`src/pkg/dtv_pkg.sv`:
```
// Package: register map, field layouts, reset values and types of the dual timer block.
package dtv_pkg;

  localparam int ADDR_W = 4;
  localparam logic [3:0] OFF_CTRL0   = 4'h0;
  localparam logic [3:0] OFF_PRE0    = 4'h1;
  localparam logic [3:0] OFF_LOAD0   = 4'h2;
  localparam logic [3:0] OFF_COUNT0  = 4'h3;
  localparam logic [3:0] OFF_CTRL1   = 4'h4;
  localparam logic [3:0] OFF_PRE1    = 4'h5;
  localparam logic [3:0] OFF_LOAD1   = 4'h6;
  localparam logic [3:0] OFF_COUNT1  = 4'h7;
  localparam logic [3:0] OFF_MODE1   = 4'h8;
  localparam logic [3:0] OFF_IMASK   = 4'h9;
  localparam logic [3:0] OFF_IPRIO   = 4'ha;
  localparam logic [3:0] OFF_IREQ    = 4'hb;
  localparam logic [3:0] OFF_PORTCFG = 4'hc;
  localparam logic [3:0] OFF_PORTIN  = 4'hd;

  // Timer control bits.
  localparam int CTL_START   = 0;
  localparam int CTL_STOP    = 1;
  localparam int CTL_RELOAD  = 2;
  localparam int CTL_CONT    = 3;
  // Interrupt mask: bit 7 is the global enable.
  localparam int MASK_GLOBAL = 7;
  localparam int NUM_REQ     = 6;
  localparam int REQ_TMR0    = 4;
  localparam int REQ_TMR1    = 5;

  localparam logic [7:0] RST_BYTE = 8'h00;
  localparam logic [5:0] RST_PRE  = 6'h00;
  // Internal count source for the second timer: processor clock divided by four.
  localparam int INT_DIV = 4;

  typedef enum logic [1:0] {
    DTV_EXT_CLOCK, DTV_TRIG_RETRIG, DTV_TRIG_ONCE, DTV_GATE
  } dtv_extmode_e;

  typedef struct packed {
    logic [ADDR_W-1:0] addr;
    logic [7:0]        wdata;
    logic              wr;
    logic              rd;
  } dtv_bus_s;

  typedef struct packed {
    logic       grant;
    logic [2:0] reqNum;
    logic [7:0] vecAddr;
  } dtv_irq_s;

endpackage

```
`src/rtl/dtv_timer.sv`:
```
// Design: dual 8-bit timer with prescalers and six-source prioritised interrupt logic.
`timescale 1ns/1ps
// Function
// Two independent 8-bit down counters, each with its own 6-bit prescaler.
// Second prescaler takes internal or external source; first is internal only.
// Prescaler divides its input by any integer from 1 to 64.
// Counter decrements per prescaler output from a load value meaning 1 to 256.
// Counter and prescaler end of count raise request five or six.
// Commands start, stop, continue from current count, restart from load value.
// One-shot halts at zero; continuous mode reloads and keeps counting.
// Counter reads are harmless at any time; prescalers read as zero.
// Second timer source is clock divided by four or the external line.
// External line acts as clock, retrigger, one-shot trigger, or gate.
// Six sources: three falling edges, one rising edge, two timer events.
// Mask register enables requests globally and individually.
// Priority register selects which pending request is serviced.
// Grant disables further interrupts; core saves state and branches to vector.
// Each vector is two bytes holding a 16-bit service address.
// Request flags stay visible when masked, for polled operation.
// Three input lines, each selectable as digital or analog input.
// Vector pairs sit at 0,1 through 10,11 in request order.
// Port lines are synchronised before edge detection; one event per edge. Analog lines take analogCompare without synchronisation.
// Pending flag stays until granted or cleared by software.
module dtv_timer
  import dtv_pkg::*;
#(
  parameter int PRE_W = 6,
  parameter int CNT_W = 8
) (
  // Clock and reset
  input  wire logic            clk,
  input  wire logic            rst_n,
  // Register port
  input  wire dtv_pkg::dtv_bus_s bus,
  output logic [7:0]           rdata,
  // Input port lines (a, b, c) and analog comparator results
  input  wire logic [2:0]      inputLines,
  input  wire logic [2:0]      analogCompare,
  output logic [2:0]           analogSelect,
  // Processor interrupt handshake
  input  wire logic            intAck,
  input  wire logic            intReenable,
  output logic                 intRequest,
  output dtv_pkg::dtv_irq_s    irq
);
  import dtv_pkg::*;

  ////////////////////////////////////////////////////////////////////////////////
  // Register port decode.
  wire wrCtrl0 = bus.wr && bus.addr == OFF_CTRL0;
  wire wrCtrl1 = bus.wr && bus.addr == OFF_CTRL1;
  wire wrIreq  = bus.wr && bus.addr == OFF_IREQ;

  logic [PRE_W-1:0] preLoad0, preLoad1;
  logic [CNT_W-1:0] cntLoad0, cntLoad1;
  logic [1:0]       modeReg;
  logic             srcExt;
  logic [7:0]       maskReg;
  logic [2:0]       prioReg;
  logic [NUM_REQ-1:0] pend;
  logic             intEnable;

  always_ff @(posedge clk) begin
    if (!rst_n) begin
      preLoad0 <= RST_PRE;
      preLoad1 <= RST_PRE;
      cntLoad0 <= RST_BYTE;
      cntLoad1 <= RST_BYTE;
      modeReg <= 2'b00;
      srcExt <= 1'b0;
      maskReg <= RST_BYTE;
      prioReg <= 3'b000;
      analogSelect <= 3'b000;
    end else if (bus.wr) begin
      unique case (bus.addr)
        OFF_PRE0:    preLoad0 <= bus.wdata[PRE_W-1:0];
        OFF_PRE1:    preLoad1 <= bus.wdata[PRE_W-1:0];
        OFF_LOAD0:   cntLoad0 <= bus.wdata;
        OFF_LOAD1:   cntLoad1 <= bus.wdata;
        OFF_MODE1: begin
          modeReg <= bus.wdata[1:0];
          srcExt <= bus.wdata[2];
        end
        OFF_IMASK:   maskReg <= bus.wdata;
        OFF_IPRIO:   prioReg <= bus.wdata[2:0];
        OFF_PORTCFG: analogSelect <= bus.wdata[2:0];
        default: ;
      endcase
    end
  end

  ////////////////////////////////////////////////////////////////////////////////
  // Input synchronisers and edge detectors.
  logic [2:0] sync1, sync2;
  always_ff @(posedge clk) begin
    if (!rst_n) begin
      sync1 <= 3'b111;
      sync2 <= 3'b111;
    end else begin
      sync1 <= inputLines;
      sync2 <= sync1;
    end
  end
  // Analog lines take the comparator result so both input kinds raise requests.
  wire [2:0] lineVal  = (sync2 & ~analogSelect) | (analogCompare & analogSelect);
  logic [2:0] linePrev;
  always_ff @(posedge clk) begin
    if (!rst_n) linePrev <= 3'b111;
    else linePrev <= lineVal;
  end
  wire [2:0] fallEdge = linePrev & ~lineVal;
  wire       riseB    = ~linePrev[1] & lineVal[1];

  ////////////////////////////////////////////////////////////////////////////////
  // Second timer source: divide by four or the external line.
  logic [1:0] div4;
  always_ff @(posedge clk) begin
    if (!rst_n) div4 <= 2'b00;
    else div4 <= div4 + 2'b01;
  end
  wire intTick = div4 == 2'(INT_DIV - 1);
  wire extLine = lineVal[0];
  wire extRise = ~linePrev[0] & extLine;
  dtv_extmode_e extMode;
  assign extMode = dtv_extmode_e'(modeReg);
  wire extClockMode = srcExt && extMode == DTV_EXT_CLOCK;
  wire tick1 = extClockMode ? extRise
             : (srcExt && extMode == DTV_GATE) ? (intTick && extLine)
             : intTick;
  wire trigger1 = srcExt && (extMode == DTV_TRIG_RETRIG || extMode == DTV_TRIG_ONCE) && extRise;

  ////////////////////////////////////////////////////////////////////////////////
  // Timer cores.
  logic [CNT_W-1:0] count0, count1;
  logic             run0, run1, end0, end1;

  dtv_counter #(.PRE_W(PRE_W), .CNT_W(CNT_W)) uTimer0 (
    .clk      (clk),
    .rst_n    (rst_n),
    .tick     (intTick),
    .ctlWr    (wrCtrl0),
    .ctl      (bus.wdata[3:0]),
    .trigger  (1'b0),
    .retrig   (1'b0),
    .preLoad  (preLoad0),
    .cntLoad  (cntLoad0),
    .count    (count0),
    .running  (run0),
    .endCount (end0)
  );

  dtv_counter #(.PRE_W(PRE_W), .CNT_W(CNT_W)) uTimer1 (
    .clk      (clk),
    .rst_n    (rst_n),
    .tick     (tick1),
    .ctlWr    (wrCtrl1),
    .ctl      (bus.wdata[3:0]),
    .trigger  (trigger1),
    .retrig   (extMode == DTV_TRIG_RETRIG),
    .preLoad  (preLoad1),
    .cntLoad  (cntLoad1),
    .count    (count1),
    .running  (run1),
    .endCount (end1)
  );

  ////////////////////////////////////////////////////////////////////////////////
  // Interrupt requests, masking and priority.
  // Order: fall b, fall c, fall a, rise b, first timer, second timer.
  wire [NUM_REQ-1:0] evt = {end1, end0, riseB, fallEdge[0], fallEdge[2], fallEdge[1]};
  wire [NUM_REQ-1:0] active = pend & maskReg[NUM_REQ-1:0] & {NUM_REQ{maskReg[MASK_GLOBAL]}};
  logic [2:0] winner;
  logic       anyActive;
  always_comb begin
    winner = 3'd0;
    anyActive = 1'b0;
    for (int k = NUM_REQ - 1; k >= 0; k--) begin
      if (active[(int'(prioReg) + k) % NUM_REQ]) begin
        winner = 3'((int'(prioReg) + k) % NUM_REQ);
        anyActive = 1'b1;
      end
    end
  end
  wire doGrant = intAck && intRequest;
  wire [NUM_REQ-1:0] grantMask = doGrant ? (NUM_REQ'(1) << winner) : '0;
  wire [NUM_REQ-1:0] swClr = wrIreq ? ~bus.wdata[NUM_REQ-1:0] : '0;

  always_ff @(posedge clk) begin
    if (!rst_n) begin
      pend <= '0;
      intEnable <= 1'b1;
      irq <= '0;
    end else begin
      pend <= (pend & ~swClr & ~grantMask) | evt;
      if (doGrant) intEnable <= 1'b0;
      else if (intReenable) intEnable <= 1'b1;
      irq.grant <= doGrant;
      irq.reqNum <= winner;
      irq.vecAddr <= {4'h0, winner, 1'b0};
    end
  end
  assign intRequest = anyActive && intEnable;

  ////////////////////////////////////////////////////////////////////////////////
  // Read data, one cycle after the strobe.
  logic [7:0] rmux;
  always_comb begin
    unique case (bus.addr)
      OFF_PRE0:    rmux = RST_BYTE;
      OFF_PRE1:    rmux = RST_BYTE;
      OFF_CTRL0:   rmux = {7'h00, run0};
      OFF_CTRL1:   rmux = {7'h00, run1};
      OFF_LOAD0:   rmux = cntLoad0;
      OFF_LOAD1:   rmux = cntLoad1;
      OFF_COUNT0:  rmux = count0;
      OFF_COUNT1:  rmux = count1;
      OFF_MODE1:   rmux = {5'h00, srcExt, modeReg};
      OFF_IMASK:   rmux = maskReg;
      OFF_IPRIO:   rmux = {5'h00, prioReg};
      OFF_IREQ:    rmux = {2'b00, pend};
      OFF_PORTCFG: rmux = {5'h00, analogSelect};
      OFF_PORTIN:  rmux = {5'h00, lineVal};
      default:     rmux = RST_BYTE;
    endcase
  end
  always_ff @(posedge clk) begin
    if (!rst_n) rdata <= RST_BYTE;
    else if (bus.rd) rdata <= rmux;
    else rdata <= RST_BYTE;
  end

  ////////////////////////////////////////////////////////////////////////////////
  // Checks.
  a_grant_clears_flag: assert property (@(posedge clk) disable iff (!rst_n)
    doGrant && !evt[winner] |=> !pend[$past(winner)]) else $error("grant left flag set");
  a_grant_blocks_int: assert property (@(posedge clk) disable iff (!rst_n)
    doGrant && !intReenable |=> !intRequest) else $error("request after grant");
  a_masked_flag_kept: assert property (@(posedge clk) disable iff (!rst_n)
    !maskReg[MASK_GLOBAL] && pend[REQ_TMR0] && !(wrIreq && !bus.wdata[REQ_TMR0])
      |=> pend[REQ_TMR0]) else $error("timer flag lost");
  a_vector_pair: assert property (@(posedge clk) disable iff (!rst_n)
    doGrant |=> irq.vecAddr == 8'({$past(winner), 1'b0})) else $error("vector wrong");
  a_fall_event: assert property (@(posedge clk) disable iff (!rst_n)
    linePrev[0] && !lineVal[0] |=> pend[2]) else $error("fall a lost");
  a_rise_event: assert property (@(posedge clk) disable iff (!rst_n)
    !linePrev[1] && lineVal[1] |=> pend[3]) else $error("rise b lost");
  a_global_mask: assert property (@(posedge clk) disable iff (!rst_n)
    !maskReg[MASK_GLOBAL] |-> !intRequest) else $error("masked request");
  a_timer0_event: assert property (@(posedge clk) disable iff (!rst_n)
    end0 |=> pend[REQ_TMR0]) else $error("timer event lost");
  a_read_latency: assert property (@(posedge clk) disable iff (!rst_n)
    bus.rd && bus.addr == OFF_PRE0 |=> rdata == RST_BYTE) else $error("prescaler read");

endmodule // dtv_timer

// One prescaled down counter with command and mode handling.
module dtv_counter #(
  parameter int PRE_W = 6,
  parameter int CNT_W = 8
) (
  // Clock and reset
  input  wire logic             clk,
  input  wire logic             rst_n,
  // Count source and control
  input  wire logic             tick,
  input  wire logic             ctlWr,
  input  wire logic [3:0]       ctl,
  input  wire logic             trigger,
  input  wire logic             retrig,
  input  wire logic [PRE_W-1:0] preLoad,
  input  wire logic [CNT_W-1:0] cntLoad,
  // State
  output logic [CNT_W-1:0]      count,
  output logic                  running,
  output logic                  endCount
);
  import dtv_pkg::*;
  logic [PRE_W-1:0] pre;
  logic             cont;
  // Load zero means 256 and prescale zero means 64: terminal value is 1 wraps through 0.
  wire preEnd = pre == PRE_W'(1);
  wire cntEnd = count == CNT_W'(1);
  wire step   = running && tick;
  wire restartCmd = ctlWr && ctl[CTL_RELOAD];
  wire trigLoad = trigger && (retrig || !running);
  assign endCount = step && preEnd && cntEnd;

  always_ff @(posedge clk) begin
    if (!rst_n) begin
      pre <= RST_PRE;
      count <= '0;
      running <= 1'b0;
      cont <= 1'b0;
    end else if (restartCmd || trigLoad) begin
      pre <= preLoad;
      count <= cntLoad;
      running <= 1'b1;
      if (ctlWr) cont <= ctl[CTL_CONT];
    end else if (ctlWr) begin
      running <= ctl[CTL_START] && !ctl[CTL_STOP];
      cont <= ctl[CTL_CONT];
    end else if (step) begin
      pre <= preEnd ? preLoad : pre - PRE_W'(1);
      if (preEnd) begin
        if (cntEnd) begin
          count <= cont ? cntLoad : CNT_W'(0);
          running <= cont;
        end else begin
          count <= count - CNT_W'(1);
        end
      end
    end
  end
endmodule // dtv_counter

```
`config.mk`:
```
export PLATFORM = sky130hd
export DESIGN_NAME = dtv_timer
export DESIGN_NICKNAME = d
export VERILOG_FILES = /design/src/pkg/dtv_pkg.sv /design/src/rtl/dtv_timer.sv
export SDC_FILE = /design/constraint.sdc
export NUM_CORES = 1
export LEC_CHECK = 0
export BUFFER_PORTS_ARGS = -buffer_cell sky130_fd_sc_hd__buf_2
export CORE_ASPECT_RATIO = 1.5
export CORE_MARGIN = 3
export CORE_UTILIZATION = 25
export DETAILED_ROUTE_END_ITERATION = 6
export PLACE_DENSITY = 0.46
export SLEW_MARGIN = 15
export SYNTH_ARGS = -nofsm -noshare
export SYNTH_HDL_FRONTEND = slang
export SYNTH_SLANG_ARGS = --single-unit
```
`constraint.sdc`:
```
create_clock -name clk -period 3.3 [get_ports clk]
set_clock_uncertainty 0.2 [all_clocks]
set_input_delay 0.33 -clock clk [delete_from_list [all_inputs] [get_ports clk]]
set_output_delay 0.33 -clock clk [all_outputs]
set_load 0.01 [all_outputs]
```
==> results.md, run 1 <==
* Signed area change from the synthesized netlist to the final layout at 25.1%
* Final #Nets at around 940
* Top post-synthesis cells by count: sky130_fd_sc_hd__nor2_1, sky130_fd_sc_hd__dfxtp_1, sky130_fd_sc_hd__nand2_1
* Share of post-route cells with drive strength above 1 at 0.213
* Post-route DRC violation count at 0
* Vias after detailed routing at about 6.1k
* Fin worst setup slack at -0.0590 ns
* Period utilisation layout at 1.02
* Most prevalent standard cell on the critical path: sky130_fd_sc_hd__ha_4
* Die extent in x at about 140 um
* Post-synth top area cell: sky130_fd_sc_hd__dfxtp_1
* Total leakage power at just over 3 nW
* Startpoint of the worst hold path: bus[8]
* Reg-to-reg critical path endpoint: pend[0]$_SDFF_PN0_
* Root buffer selected by CTS: sky130_fd_sc_hd__clkbuf_16
* Effective utilization at floorplan at 0.257
* Critical-path cell list: buf_6, ha_4, a21oi_4, inv_2, ha_4, nand3b_1, xnor2_1, a22o_1, buf_4, o211ai_1, o31a_1, a31oi_1, buf_2
* Library cell with the highest instance count after synthesis: sky130_fd_sc_hd__nor2_1
* Endpoint with the worst hold slack: cntLoad0[6]$_SDFFE_PN0P_
* Antenna cells at 0
* Clock buffers created by TritonCTS at 9
* Cell total after placement at ~1.2k
* Count of antenna-violating nets left after detailed routing at 0
* Required time at the worst-slack endpoint at 2.77 ns
* Detailed-routing iteration count for the pre-antenna-repair pass at 4
* Max stage delay cell, worst path: sky130_fd_sc_hd__dfxtp_4
* Half-perimeter wire length after placement at between 15000 and 20000 um
* Setup slack after placement at -0.0531 ns
* Max Buffers Root-to-Sink at 2
* Maximum operating frequency at between 200 and 300 MHz
* RSZ-0062 raised after global routing: yes
* Drt first-iter violations at 281
* Worst reg2reg path depth at 14
* Fillers at roughly 2.7k
* Type of the setup path with the least slack: flop to primary output
* Placeable core region at between 0.02 and 0.025 mm2
* Number of register bits inferred by synthesis at 107
* Clock latency on the worst-skew pair at roughly 0.36 ns
* Number of antenna violations at the first check in global routing at 0
* Warnings from Yosys at 0
* Cell types with the largest area share after synthesis: sky130_fd_sc_hd__dfxtp_1, sky130_fd_sc_hd__mux2i_1, sky130_fd_sc_hd__nor2_1, sky130_fd_sc_hd__ha_1, sky130_fd_sc_hd__nand2_1
* Crit Reg-Reg Startpoint: prioReg[1]$_SDFFE_PN0P_
* Peak fanout along the critical path at 5
* Worst setup SP type: flop
* Cell area after synthesis at between 0.006 and 0.007 mm2
* Register-to-register setup slack at -0.01 ns
* Total Wirelength at 20900 um
* Die Y-Extent at 201 um
* Power per unit of standard cell area at around 330 mW/mm2
* Violations in the final reports: negative setup slack
* Count of buffers inserted at the top-level ports at 42
* Data arrival time of the worst path at about 2.8 ns
* Max Cap Violations at 0
* Overall die area at ~0.027 mm2
* Total number of H-tree levels at 3
* Max VDD drop at approximately 0.20 mV
* # IOs at 48
* Share of Yosys cell area claimed by the top area cell type at 0.338
* Max-slew headroom at the worst pin at 0.578
* Via count normalized by instance count at roughly 5
* Async set-reset flop share out of synthesis at 0
* Sequential fraction of the synthesis area at 0.338
* Via count of the first global-routing pass at approximately 6.1k
* Number of sinks driven by the clock tree at 107
* Number of distinct library cell variants in the gate-level netlist after synthesis at 67
* Number of hold violations in the final report at 0
* Per-instance average area after synthesis at approximately 7.9 um2
* Count of cells along the worst hold path at 3
* Critical Path Sink Type: primary output
* Number of synthesized flops with an enable pin at 0
* Routability Congestion at 0.852
* Remaining global-route overflow at 0
* Clock slew at the register clock pins of the worst setup and hold paths at roughly 0.070 ns
* Crit path largest cell delay at between 0.3 and 0.4 ns
* Clock tree from TritonCTS: built
* Final setup violation count at 2
* Shortest period the worst path allows at 3.36 ns
* Max-slew violation total from the final report at 0
* Global-route wire length before repair at approximately 33000 um
* Transition time at the pin with the least slew margin at approximately 0.63 ns
* Maximum number of pins on one net before global-route repair at 34
* Final Instance Count excl. Fillers at about 1.2k
* Min-Delay Path Class: primary input to flop
* Standard-cell row count at 70
* Most used flip-flop cell after synthesis: sky130_fd_sc_hd__dfxtp_1
* Average wire per cell in the routed design at 17.2 um
* Global-route total usage across every layer at 0.154
* Gate Count Post-Synth at about 800
* Run status: complete, but fails checks
through the flow:
step	instance area, um2	hold slack (ns)	utilization	power [mW]	setup TNS [ns]
5_1_grt	7930	0.103	0.321	2.73	-0.870
6_report	7930	0.0774	0.321	2.64	-0.0708
3_5_place_dp	7190	0.194	0.291	1.58	-0.116
2_1_floorplan	6370	0.186	-	1.50	0
3_3_place_gp	7190	0.188	0.291	1.58	0
4_1_cts	7800	0.0716	0.316	2.66	-0.0795
area by class of cell:
| class | instances | area (um2) | area share |
|---|---|---|---|
| Multi-Input combinational cell | 618 | 4110 | 0.519 |
| Inverter | 29 | 119 | 0.0150 |
| Tap cell | 324 | 405 | 0.0512 |
| Clock inverter | 4 | 33.8 | 0.00426 |
| Sequential cell | 107 | 2150 | 0.272 |
| Clock buffer | 12 | 256 | 0.0324 |
| Timing Repair Buffer | 121 | 845 | 0.107 |
power breakdown:
part / internal (mW) / total, mW / switching (mW)
Sequential: 1.31 / 1.32 / 0.0166
Combinational: 0.0901 / 0.244 / 0.154
Clock: 0.560 / 1.07 / 0.512
state kept, by name, summed over array words and instances, names as in the netlist, 2 cells and up:
signal / count
analogSelect: 3
cntLoad1: 8
sync1: 3
linePrev: 3
preLoad1: 6
maskReg: 8
rdata: 8
pend: 6
extMode: 2
uTimer1.count: 8
uTimer1.pre: 6
preLoad0: 6
prioReg: 3
sync2: 3
uTimer0.count: 8
uTimer0.pre: 6
irq: 4
div4: 2
cntLoad0: 8
kinds of logic (layout without fill, tap and decap cells):
family | count (synthesis) | after routing | share of synthesized area
simple gates | 318 | 318 | 0.235
compound gates | 207 | 207 | 0.224
flops | 107 | 107 | 0.338
buf+inv | 82 | 166 | 0.0547
mux | 51 | 51 | 0.0810
fa+ha+maj | 26 | 26 | 0.0513
xor+xnor | 11 | 11 | 0.0152
other cells | 1 | 5 | 0.000592
layout by cell type, fill, tap and decap left out, drive strengths merged, types with 3 or more instances in the layout:
master,n
nand2b,14
nand2,74
dfxtp,107
mux2i,49
nor2b,14
a22oi,12
o21bai,3
nand3b,7
a32o,8
dlygate4sd3,4
a311oi,3
nor2,117
o31ai,4
nor3,18
nor3b,3
a221oi,7
xor2,4
ha,26
clkinv,3
a211oi,17
nand3,27
o22ai,7
a22o,6
a31oi,13
o211ai,8
and3,10
clkbuf,12
a21oi,47
xnor2,7
o21ai,42
conb,5
nor4,4
and2,7
inv,29
nand4,10
or2,5
a21o,6
buf,117
what timing repair did:
item                                    4_1_cts  5_1_grt
pin swaps                                    15       22
buffers inserted                             14        3
hold buffers                                  4        0
endpoints found under the setup margin        7       11
resized for setup                            34       23
endpoints found under the hold margin         4        0
worst max-delay path: cells and delay by family, from the launching register on:
kind	cells	cell delay, ns
flip-flops	1	0.39
AO/OA/AOI/OAI	5	0.84
XOR/XNOR	1	0.16
AND/OR/NAND/NOR	1	0.20
adder cells (fa/ha/maj)	2	0.38
buffers and inverters	4	0.48
layer usage:
metal | GRT usage | vias up | part of all wire
li1 | - | 3028 | -
met1 | 0.168 | 2876 | 0.40
met2 | 0.291 | 117 | 0.54
met3 | 0.0118 | 46 | 0.023
met4 | 0.0767 | 0 | 0.043
met5 | 0 | - | 0
worst max path at each step:
| stage | startpoint | endpoint | slack (ns) | cells past startpoint |
|---|---|---|---|---|
| 3_5_place_dp | prioReg[1]$_SDFFE_PN0P_ | pend[1]$_SDFF_PN0_ | -0.05 | 14 |
| 6_report | prioReg[1]$_SDFFE_PN0P_ | intRequest | -0.06 | 13 |
| 4_1_cts | prioReg[1]$_SDFFE_PN0P_ | intRequest | -0.08 | 12 |
| 2_1_floorplan | prioReg[1]$_SDFFE_PN0P_ | pend[1]$_SDFF_PN0_ | 0.005 | 14 |
| 5_1_grt | prioReg[1]$_SDFFE_PN0P_ | intRequest | -0.19 | 14 |
| 3_3_place_gp | prioReg[1]$_SDFFE_PN0P_ | pend[1]$_SDFF_PN0_ | 0.006 | 14 |
Power figures use the tool's default switching activity.
==> inputs of run 2 (changes only) <==
- CORE_UTILIZATION: 25 -> 55
- PLACE_DENSITY: 0.46 -> 0.82
==> run 2 against run 1 <==
  * The flow finishes with violations (design-rule violations, negative setup slack)
  * Sequential share of layout area increased by 1.5 points
  * First-iteration DRC count increased by 150%
  * Total power about the same
  * Via count increased by 3.9%
  * Worst hold slack got worse by 0.055 ns
  * Die area decreased by 53%
  * Clock power about the same
  * Global-route usage increased by 13 points
==> results.md, run 2 (synthesis gave the netlist of run 1 again) <==
* Run status: complete, but fails checks
* Violations in the final reports: design-rule violations, negative setup slack
* Storage element area at roughly 0.0022 mm2
* Type of the setup path with the least slack: flop to primary output
* Final #Nets at 919
* P_int at approximately 2 mW
* Count of antenna-violating nets left after detailed routing at 0
* Root buffer selected by CTS: sky130_fd_sc_hd__clkbuf_16
* Max Buffers Root-to-Sink at 2
* Data arrival time of the worst path at 3.03 ns
* Remaining global-route overflow at 0
* Via count of the first global-routing pass at between 5k and 6k
* RSZ-0062 raised after global routing: yes
* Routability Congestion at approximately 0.93
* Max-slew headroom at the worst pin at 0.519
* Antenna cells at 0
* Via count normalized by instance count at approximately 6.2
* Number of sinks driven by the clock tree at between 100 and 150
* Clock latency on the worst-skew pair at 0.35 ns
* Shortest period the worst path allows at 3.56 ns
* Standard cell area after detailed placement at just under 0.007 mm2
* Die Y-Extent at ~140 um
* Detailed-routing iteration count for the pre-antenna-repair pass at 7
* Clock buffers created by TritonCTS at 9
* Max-slew violation total from the final report at 0
* Worst setup SP type: flop
* Total Wirelength at between 15000 and 20000 um
* Vias after detailed routing at roughly 6.3k
* Switching power share of the total at 0.241
* Placeable core region at approximately 0.011 mm2
* Total power consumption of the routed design at roughly 2.6 mW
* Sequential share of power at 0.502
* Top library cells by usage in the layout, fill and taps aside: sky130_fd_sc_hd__nor2_1, sky130_fd_sc_hd__dfxtp_1, sky130_fd_sc_hd__nand2_1
* Signed area change from the synthesized netlist to the final layout at 18.5%
* Global-route total usage across every layer at 0.281
* Share of post-route cells with drive strength above 1 at 0.195
* Global-route wire length before repair at between 20000 and 30000 um
* Clock tree from TritonCTS: built
* Clock Power Share at 0.409
* Die extent in x at 93.6 um
* Clock slew at the register clock pins of the worst setup and hold paths at 0.07 ns
* Switch Pwr at 635 uW
* # IOs at 48
* Fillers at 913
* Maximum operating frequency at approximately 280 MHz
* Transition time at the pin with the least slew margin at about 0.7 ns
* Average wire per cell in the routed design at 18.3 um
* Power per unit of standard cell area at about 350 mW/mm2
* Required time at the worst-slack endpoint at around 2.8 ns
* Most common cell after layout, fill and taps aside: sky130_fd_sc_hd__nor2_1
* Total area of multi-input combinational cells at 0.00406 mm2
* Critical Path Sink Type: primary output
* Post-route DRC violation count at 1
* Max VDD drop at roughly 0.27 mV
* Count of buffers inserted at the top-level ports at 42
* Part of the power in combinational logic at 0.089
* Number of hold violations in the final report at 0
* Period utilisation layout at 1.08
* Max Cap Violations at 0
* Standard-cell row count at 47
* Fin worst setup slack at -0.258 ns
* Total number of H-tree levels at 3
* Finished Cell Area at 0.00751 mm2
* Total leakage power at between 3 and 4 nW
* Min-Delay Path Class: primary input to flop
* Half-perimeter wire length after placement at around 13000 um
* Maximum number of pins on one net before global-route repair at 39
* Overall die area at approximately 0.013 mm2
* Peak fanout along the critical path at 6
* Final setup violation count at 7
* Effective utilization at floorplan at 0.567
* Number of antenna violations at the first check in global routing at 0
* Drt first-iter violations at 700
-- run 2: cell count changes in the layout (fill, tap and decap cells not counted), moves of 2 or more --
cell / delta
sky130_fd_sc_hd__a21oi_1: +2
sky130_fd_sc_hd__a21oi_2: -2
sky130_fd_sc_hd__buf_4: -11
sky130_fd_sc_hd__buf_6: -5
sky130_fd_sc_hd__clkinv_2: +2
sky130_fd_sc_hd__clkinv_4: -2
sky130_fd_sc_hd__ha_4: -2
-- run 2: what timing repair did --
action	in CTS	in global routing
hold buffers	3	0
pin swaps	11	15
endpoints found under the setup margin	7	10
resized for setup	16	25
setup buffers	9	4
hold endpoints to repair	3	0
-- run 2: final cells by class --
| class | count | area share |
|---|---|---|
| tap | 147 | 0.0245 |
| multi-input combinational | 618 | 0.541 |
| inverter | 29 | 0.0152 |
| sequential | 107 | 0.286 |
| clock inverter | 6 | 0.00850 |
| timing repair buffer | 104 | 0.0926 |
| clock buffer | 10 | 0.0318 |
-- run 2: worst max-delay path: stages, from the launching register on --
cell and delay (ns):
sky130_fd_sc_hd__dfxtp_4 0.42, sky130_fd_sc_hd__ha_4 0.16, sky130_fd_sc_hd__xor2_2 0.17, sky130_fd_sc_hd__inv_2 0.07, sky130_fd_sc_hd__ha_4 0.21, sky130_fd_sc_hd__nand3b_1 0.21
sky130_fd_sc_hd__a32o_1 0.26, sky130_fd_sc_hd__a21oi_1 0.16, sky130_fd_sc_hd__buf_4 0.17, sky130_fd_sc_hd__mux2i_1 0.08, sky130_fd_sc_hd__o31a_1 0.38, sky130_fd_sc_hd__a31oi_1 0.22
sky130_fd_sc_hd__buf_2 0.18
-- run 2: routing by layer --
layer  GRT usage  part of all wire  wire length (um)  up-vias
met5           0                 0                 0        -
met4       0.189             0.065              1210        0
met3      0.0536             0.059              1100      102
met2       0.504              0.51              9450      271
met1       0.294              0.37              6910     2943
li1            -                 -                 -     2987
-- run 2: final timing paths --
| check | from | to | slack, ns | depth (start not counted) |
|---|---|---|---|---|
| max reg2reg | prioReg[1]$_SDFFE_PN0P_ | pend[1]$_SDFF_PN0_ | -0.12 | 15 |
| max | prioReg[1]$_SDFFE_PN0P_ | intRequest | -0.26 | 12 |
| min reg2reg | sync1[2]$_SDFF_PN1_ | sync2[2]$_SDFF_PN1_ | 0.21 | 1 |
| min | intReenable | intEnable$_SDFFE_PN1P_ | 0.02 | 3 |
-- run 2: power by group through the flow --
stage	clock network [mW]	logic (mW)	registers, mW
detailed placement	0	0.214	1.36
global route	1.14	0.254	1.33
floorplan	0	0.146	1.35
finish	1.08	0.234	1.33
global placement	0	0.210	1.36
CTS	1.09	0.224	1.32
-- run 2: through the flow --
stage                util  setup WS (ns)  instances  setup TNS (ns)  hold WS, ns
floorplan               -        0.00538        807               0        0.186
global placement    0.616         0.0102        989               0        0.189
detailed placement  0.616        -0.0896        989          -0.249        0.194
CTS                 0.658        -0.0916       1017          -0.106       0.0199
global route        0.672         -0.299       1021           -1.36       0.0354
finish              0.672         -0.258       1021          -0.652       0.0226
